File: config.mk
export PLATFORM = sky130hd
export DESIGN_NAME = gcc_counter
export DESIGN_NICKNAME = d
export VERILOG_FILES = /design/src/rtl/gcc_counter.v /design/src/rtl/gcc_sync2.v
export VERILOG_INCLUDE_DIRS = /design/src /design/src/rtl
export SDC_FILE = /design/constraint.sdc
export NUM_CORES = 1
export LEC_CHECK = 0
export ABC_AREA = 1
export ABC_CLOCK_PERIOD_IN_PS = 5570
export BUFFER_PORTS_ARGS = -buffer_cell sky130_fd_sc_hd__buf_2
export CAP_MARGIN = 20
export CORE_MARGIN = 4
export CORE_UTILIZATION = 35
export CTS_CLUSTER_SIZE = 20
export DETAILED_ROUTE_END_ITERATION = 10
export GPL_TIMING_DRIVEN = 0
export PLACE_DENSITY = 0.61
export SLEW_MARGIN = 20
export SYNTH_ARGS = -nofsm -noshare
export SYNTH_HDL_FRONTEND = slang
export SYNTH_SLANG_ARGS = --single-unit
File: constraint.sdc
create_clock -name core_clk -period 5.57 [get_ports core_clk]
set_input_delay 1.114 -clock core_clk [delete_from_list [all_inputs] [get_ports core_clk]]
set_output_delay 1.114 -clock core_clk [all_outputs]
set_load 0.03 [all_outputs]
File: src/rtl/gcc_consts.vh
// constants for the gated counter control block: register offsets,
// control field positions, reset values and clock-divider counts.
// assumes it is included by bare name from the rtl/ design files.
`ifndef GCC_CONSTS_VH
`define GCC_CONSTS_VH

`define GCC_ADDR_W          3
`define GCC_OFS_CONTROL     3'h0
`define GCC_OFS_COUNT_LOW   3'h1
`define GCC_OFS_COUNT_HIGH  3'h2
`define GCC_OFS_CMP_CONTROL 3'h3
`define GCC_OFS_STATUS      3'h4

`define GCC_BIT_GATE_INV    7
`define GCC_BIT_GATE_EN     6
`define GCC_BIT_PS_HI       5
`define GCC_BIT_PS_LO       4
`define GCC_BIT_XOSC_EN     3
`define GCC_BIT_SYNC_BYP    2
`define GCC_BIT_CLK_SRC     1
`define GCC_BIT_RUN         0

`define GCC_BIT_GATE_SRC    1
`define GCC_BIT_OVF         0

`define GCC_CONTROL_RST     8'h00
`define GCC_CMP_CONTROL_RST 8'h00

// instruction clock is the system clock divided by four: enable on the last count
`define GCC_ICLK_LAST       2'h3
`define GCC_PS_MAX          3'h7

`endif

File: src/rtl/gcc_counter.v
// 16-bit gated up-counter with its control, byte and status registers.
// assumes a single core_clk; pins arrive unsynchronised from outside.
// Function
// (RULE_01) one 8-bit control register, fixed bit layout
// (RULE_02) run clear: gate ignored, counter holds
// (RULE_03) run and gate enable: count while permitted
// (RULE_04) gate enable needed; source pin or comparator
// (RULE_05) oscillator enable bit switches crystal oscillator
// (RULE_06) count readable/writable as two byte registers
// (RULE_07) gate invert reverses selected gate polarity
// (RULE_08) sync bit set: external clock unsynchronised
// (RULE_09) source 0 instruction clock, 1 external pin
// (RULE_10) rollover to zero sets overflow flag
// (RULE_11) prescale divides by 1, 2, 4, 8
//
// The placing of the registers and the plain strobed port were left to the implementer.
`timescale 1ns/1ps
`include "gcc_consts.vh"
module gcc_counter (
  input  wire                  core_clk,              // 125 MHz system clock
  input  wire                  resetn,                // async reset, active low
  input  wire [`GCC_ADDR_W-1:0] reg_addr,             // register address
  input  wire [7:0]            reg_wdata,             // write data
  input  wire                  reg_wr,                // write strobe
  input  wire                  reg_rd,                // read strobe
  output reg  [7:0]            reg_rdata,             // read data, cycle after strobe
  input  wire                  external_clock_pin,    // external count clock
  input  wire                  low_power_crystal_osc, // crystal oscillator output
  input  wire                  gate_pin,              // gate input pin
  input  wire                  comparator_two_output, // comparator gate source
  output wire                  crystal_osc_enable,    // turns the crystal oscillator on
  output wire                  overflow_flag          // sticky rollover flag
);
  reg  [7:0]  control_r;
  reg  [7:0]  cmp_control_r;
  reg         ovf_r;
  reg  [15:0] count_r;
  reg  [1:0]  iclk_cnt_r;
  reg         ext_prev_r;
  reg         ext_armed_r;
  reg         ext_pend_r;
  reg  [2:0]  ps_cnt_r;
  wire [3:0]  pin_sync;
  wire        iclk_en;
  wire        ext_lvl;
  wire        ext_rise;
  wire        src_tick;
  wire        gate_sel;
  wire        gate_ok;
  wire        count_en;
  wire [2:0]  ps_limit;
  wire        ps_tick;
  wire        wr_low;
  wire        wr_high;
  wire        inc;
  wire        rollover;
  wire        wr_control;
  wire        wr_cmp_control;
  wire        clr_ovf;
  reg  [7:0]  rdata_nxt;

  // every pin crosses in here before any logic looks at it; the crystal and the
  // external pin are synchronised apart so the source mux never sees a raw level
  gcc_sync2 #(
    .W (4)
  ) u_sync (
    .core_clk (core_clk),
    .resetn   (resetn),
    .async_in ({comparator_two_output, gate_pin, low_power_crystal_osc, external_clock_pin}),
    .sync_out (pin_sync)
  );

  assign crystal_osc_enable = control_r[`GCC_BIT_XOSC_EN]; // RULE_05
  assign overflow_flag      = ovf_r;

  // instruction clock enable: system clock divided by four
  always @(posedge core_clk or negedge resetn)
  begin
    if (!resetn)
      iclk_cnt_r <= 2'h0;
    else
      iclk_cnt_r <= iclk_cnt_r + 2'h1;
  end
  assign iclk_en = (iclk_cnt_r == `GCC_ICLK_LAST);

  // a switched-off crystal stands low, so selecting it gives no stray rise
  assign ext_lvl  = control_r[`GCC_BIT_XOSC_EN] ? pin_sync[1] : pin_sync[0];       // RULE_05
  // a falling edge (low level) must be seen before the first counted rise
  assign ext_rise = ext_lvl && !ext_prev_r && ext_armed_r;

  // ext_prev_r resets low, matching an idle low pin; arming hides a false edge anyway
  always @(posedge core_clk or negedge resetn)
  begin
    if (!resetn)
      ext_prev_r <= 1'b0;
    else
      ext_prev_r <= ext_lvl;
  end

  always @(posedge core_clk or negedge resetn)
  begin
    if (!resetn)
      ext_armed_r <= 1'b0;
    else if (!control_r[`GCC_BIT_RUN])
      ext_armed_r <= 1'b0;
    else if (!ext_lvl)
      ext_armed_r <= 1'b1;
  end

  // synchronised mode holds the edge until the next instruction clock; an edge
  // that meets the instruction clock is counted at once, so the pend is dropped
  always @(posedge core_clk or negedge resetn)
  begin
    if (!resetn)
      ext_pend_r <= 1'b0;
    else if (iclk_en)
      ext_pend_r <= 1'b0;
    else if (ext_rise)
      ext_pend_r <= 1'b1;
  end

  // the bypass path still passes the pin synchroniser: one clock cannot count
  // a truly asynchronous edge, so it only skips the instruction-clock alignment
  assign src_tick = !control_r[`GCC_BIT_CLK_SRC] ? iclk_en :                          // RULE_09
                    control_r[`GCC_BIT_SYNC_BYP] ? ext_rise :                         // RULE_08
                    (iclk_en && (ext_pend_r || ext_rise));                            // RULE_08

  // the gate is seen two cycles late through the synchroniser
  assign gate_sel = cmp_control_r[`GCC_BIT_GATE_SRC] ? pin_sync[3] : pin_sync[2];    // RULE_04
  // invert=1 counts while gate is high, invert=0 while it is low
  assign gate_ok  = (gate_sel == control_r[`GCC_BIT_GATE_INV]);                       // RULE_07
  assign count_en = control_r[`GCC_BIT_RUN] &&                                        // RULE_02
                    (!control_r[`GCC_BIT_GATE_EN] || gate_ok);                        // RULE_03

  // limit 0, 1, 3 or 7; the 3-bit shift wraps code 3 to zero before the subtraction
  assign ps_limit = (3'h1 << control_r[`GCC_BIT_PS_HI:`GCC_BIT_PS_LO]) - 3'h1;        // RULE_11
  assign ps_tick  = count_en && src_tick && (ps_cnt_r >= ps_limit);                   // RULE_11

  assign wr_low   = reg_wr && (reg_addr == `GCC_OFS_COUNT_LOW);
  assign wr_high  = reg_wr && (reg_addr == `GCC_OFS_COUNT_HIGH);
  assign inc      = ps_tick && !wr_low && !wr_high;
  assign rollover = inc && (count_r == 16'hffff);
  assign wr_control     = reg_wr && (reg_addr == `GCC_OFS_CONTROL);
  assign wr_cmp_control = reg_wr && (reg_addr == `GCC_OFS_CMP_CONTROL);
  assign clr_ovf        = reg_wr && (reg_addr == `GCC_OFS_STATUS) && reg_wdata[`GCC_BIT_OVF];

  // prescaler clears on any write to the count bytes
  // and holds while counting is off, so a gated pause resumes mid-divide
  always @(posedge core_clk or negedge resetn)
  begin
    if (!resetn)
      ps_cnt_r <= 3'h0;
    else if (wr_low || wr_high)
      ps_cnt_r <= 3'h0;
    else if (ps_tick)
      ps_cnt_r <= 3'h0;
    else if (count_en && src_tick && ps_cnt_r != `GCC_PS_MAX)
      ps_cnt_r <= ps_cnt_r + 3'h1;
  end

  // count has no reset: its value is undefined after power-on
  always @(posedge core_clk)
  begin
    if (wr_low)
      count_r[7:0] <= reg_wdata;                 // RULE_06
    else if (inc)
      count_r[7:0] <= count_r[7:0] + 8'h01;
    if (wr_high)
      count_r[15:8] <= reg_wdata;                // RULE_06
    else if (inc && count_r[7:0] == 8'hff)
      count_r[15:8] <= count_r[15:8] + 8'h01;
  end

  // control resets to zero on every reset, unlike the count bytes
  always @(posedge core_clk or negedge resetn)
  begin
    if (!resetn)
      control_r <= `GCC_CONTROL_RST;
    else if (wr_control)
      control_r <= reg_wdata;                    // RULE_01
  end

  always @(posedge core_clk or negedge resetn)
  begin
    if (!resetn)
      cmp_control_r <= `GCC_CMP_CONTROL_RST;
    else if (wr_cmp_control)
      cmp_control_r <= reg_wdata;                // RULE_04
  end

  // a rollover in the clearing cycle keeps the flag set, so software that
  // clears late never loses an overflow
  always @(posedge core_clk or negedge resetn)
  begin
    if (!resetn)
      ovf_r <= 1'b0;
    else if (rollover)
      ovf_r <= 1'b1;                             // RULE_10
    else if (clr_ovf)
      ovf_r <= 1'b0;
  end

  // read mux; unmapped offsets and idle cycles give zero
  always @*
  begin
    rdata_nxt = 8'h00;
    if (reg_rd)
    begin
      case (reg_addr)
        `GCC_OFS_CONTROL:     rdata_nxt = control_r;                  // RULE_01
        `GCC_OFS_COUNT_LOW:   rdata_nxt = count_r[7:0];               // RULE_06
        `GCC_OFS_COUNT_HIGH:  rdata_nxt = count_r[15:8];              // RULE_06
        `GCC_OFS_CMP_CONTROL: rdata_nxt = cmp_control_r;
        `GCC_OFS_STATUS:      rdata_nxt = {7'h00, ovf_r};             // RULE_10
        default:              rdata_nxt = 8'h00;
      endcase
    end
  end

  // read data stand for exactly one cycle after the strobe
  always @(posedge core_clk or negedge resetn)
  begin
    if (!resetn)
      reg_rdata <= 8'h00;
    else
      reg_rdata <= rdata_nxt;
  end
endmodule // gcc_counter

File: src/rtl/gcc_sync2.v
// two-flop synchroniser for pins and other-domain levels.
// assumes core_clk samples inputs that may change at any time.
`timescale 1ns/1ps
module gcc_sync2 #(
  parameter W = 1
) (
  input  wire         core_clk, // system clock
  input  wire         resetn,   // async reset, active low
  input  wire [W-1:0] async_in, // level from outside the domain
  output wire [W-1:0] sync_out  // level safe for logic
);
  reg [W-1:0] meta_r;
  reg [W-1:0] sync_r;

  // meta_r is read by sync_r alone
  always @(posedge core_clk or negedge resetn)
  begin
    if (!resetn)
    begin
      meta_r <= {W{1'b0}};
      sync_r <= {W{1'b0}};
    end
    else
    begin
      meta_r <= async_in;
      sync_r <= meta_r;
    end
  end

  assign sync_out = sync_r;
endmodule // gcc_sync2

==> flow_summary.toml <==
[outcome]
status = "complete, no violations"

[global_route]
grt_max_degree = 42
grt.overflow.total = 0
grt_pass1_wl_mm = 10.62
antenna_found_initial = 0
grt_usage = 0.1432
grt_pass1_vias = 2204

[worst_setup_path]
path_cells = "buf_2 > inv_1 > nor3_4 > nand2_4 > nand2_1 > inv_1 > nand3_1 > o21ai_1"
slowest_delay_ns = 0.62
cp_top_family = "compound AO/OA/AOI/OAI gates"
crit_fanout = 8
cp.arrival_ns = 2.53
worst_setup_path_start_kind = "input pin"
ff2ff_setup_slack_ns = 3.28
r2r_start = "control_r[5]"
path_common_cell = "inv_1"
cp.buffers_inverters = 3
ff2ff_path_depth = 6
crit_slowest_cell = "o21ai_1"
endpoint_kind = "flop"
cp.depth = 8
worstPathRequired_ns = 5.54
r2r_end = "count_r[10]"
criticalPathCategory = "in -> reg"

[sta]
hold_violations = 0
setup_tns_ns = 0
fin_crit_sh = 0.4606
relSlewSlack = 0.4238
rsz0062_at_grt = "no"
whs_ns = 0.3493
max_freq_ghz = 0.3897
slew_viol_final = 0
fin_crit_ns = 2.566
setup_viol = 0
skew_ns = 0.006117
worstMarginPinSlew_ns = 0.8643

[clocking]
htreeDepth = 3
clkTransAtPathRegs_ns = 0.07
cts-buffers-inserted = 9
cts.repair.resized = 0
clock_latency_ns = 0.34
clock_path_buffers = 2
cts_tree = "done"
hold_buffers = 0
clock-sinks = 57
post-cts-setup-buffers = 0
cts_root_buf = "clkbuf_8"

[placed_design]
dpl_cell_area_sq_um = 3042
port_buffers = 28
hpwl_mm = 4.810
place_inst = 446
gp_congestion = 0.8140

[die]
dieArea_sq_um = 9414
io-pin-count = 29
die_width_microns = 97.03
row_count = 32
initial_core_util = 0.3590
coreArea_sq_um = 7727
die_h_microns = 97.03

[synth]
syn_area_sq_um = 2774
yosysTopAreaCell = "dfrtp_1"
syn_area_per_cell_sq_um = 8.778
yosysUniqueCellTypes = 23
synth_seq_area_share = 0.5431
ys_ff_latch = 57
syn_nets = 343
synthCells = 316
synth.area.top_cells = "dfrtp_1 (37%), edfxtp_1 (17%), nand2_1 (10%)"
synth_top_area_share = 0.3699
yosys_warnings = 0

[layout]
drive_gt1_frac = 0.1667
final_cells = 462
fillCellCount = 776
diodes = 0
fin_area_sq_um = 3239
nNetsFinal = 382
layout_common_cells = "nand2_1 (77), inv_1 (42), dfrtp_1 (41)"
post-route-util = 0.4192
syn2layout_area_growth_pct = 16.78
seqCellArea_sq_um = 1506
mostFrequentLayoutCell = "nand2_1"
multi_input_area_sq_um = 1057

[pwr]
ir_worst_vdd_mv = 0.1293
p_switching_uw = 307.0
power.density_nw_per_um2 = 320.1
p_sw_frac = 0.2961
combPwrFrac = 0.153
p_seq_frac = 0.483
p_leak_nw = 1.571
intPower_uw = 730.0
power_frac_clock = 0.364

[hold_path]
whs_path_depth = 0
hold_path.class = "reg -> reg"
worstHoldStart = "u_sync.meta_r[0]"
holdPathEnd = "u_sync.sync_out[0]"

[route]
first_pass_iters = 4
drt_wl_total_mm = 6.326
routedWlPerCell_microns = 13.69
num_vias = 2237
ant_nets = 0
viasPerCell = 4.842
drc = 0
drtIter0Drc = 114

[job]
cap_viol_max_count = 0
per-layer routing:
layer,part of all wire,track usage,vias to the layer above
li1,-,-,1130
met1,0.47,0.1915,1036
met2,0.45,0.2166,57
met3,0.049,0.03244,14
met4,0.027,0.07451,0
met5,0,0,-
logic make-up after synthesis:
| group | Yosys count | share of synthesized area |
|---|---|---|
| simple gates | 132 | 0.2133 |
| compound gates | 70 | 0.1317 |
| fa+ha+maj | 8 | 0.03609 |
| buf+inv | 49 | 0.07578 |
| flops | 57 | 0.5431 |
cell usage after synthesis, drive strengths merged:
library cell / n
a21oi: 21
a31oi: 1
a41oi: 1
buf: 4
dfrtp: 41
edfxtp: 16
ha: 8
inv: 45
nand2: 80
nand3: 13
nand4: 9
nor2: 20
nor3: 6
o211ai: 1
o21ai: 40
o22ai: 6
or2: 4
state kept, by name (all words and copies together), names as in the netlist, 2 cells and up:
| signal | flops |
|---|---|
| ps_cnt_r | 3 |
| u_sync.meta_r | 4 |
| u_sync.sync_out | 4 |
| iclk_cnt_r | 2 |
| reg_rdata | 8 |
| count_r | 16 |
| control_r | 8 |
| cmp_control_r | 8 |
cell type report:
cell class / count / area share
sequential: 57 / 0.4650
multi-input combinational: 210 / 0.3264
inverter: 45 / 0.05214
clock buffer: 11 / 0.05021
timing repair buffer: 28 / 0.04326
tap: 102 / 0.03940
buffer: 4 / 0.01275
clock inverter: 5 / 0.01081
how the worst max path moves through the flow:
stage / slack (ns) / endpoint / start
after CTS: 3.00 / count_r[10] / reg_addr[0]
after floorplan: 3.13 / count_r[10] / reg_addr[0]
final: 3.00 / count_r[10] / reg_addr[0]
after global placement: 2.67 / count_r[13] / reg_addr[2]
after global routing: 2.87 / count_r[10] / reg_addr[0]
after detailed placement: 2.65 / count_r[14] / reg_addr[0]
stage by stage:
step,total power [mW],worst slack (ns)
global placement,0.6614,2.666
detailed placement,0.6686,2.650
finish,1.037,3.004
floorplan,0.6127,3.130
CTS,1.045,3.005
global route,1.096,2.867
worst reg2reg max path: stages, from the launching register on:
cell and delay [ns]:
dfrtp_1 0.40, nand2_1 0.07, ha_1 0.31, nand2_1 0.06, o211ai_1 0.27, nand3_1 0.20
o21ai_1 0.62
power by group through the flow:
| stage | Sequential [mW] | Combinational (mW) | Clock (mW) |
|---|---|---|---|
| 4_1_cts | 0.501 | 0.160 | 0.384 |
| 5_1_grt | 0.507 | 0.184 | 0.405 |
| 2_1_floorplan | 0.516 | 0.0963 | 0 |
| 3_5_place_dp | 0.510 | 0.159 | 0 |
| 3_3_place_gp | 0.509 | 0.153 | 0 |
| 6_report | 0.501 | 0.158 | 0.377 |
(Power assumes the default switching activity.)
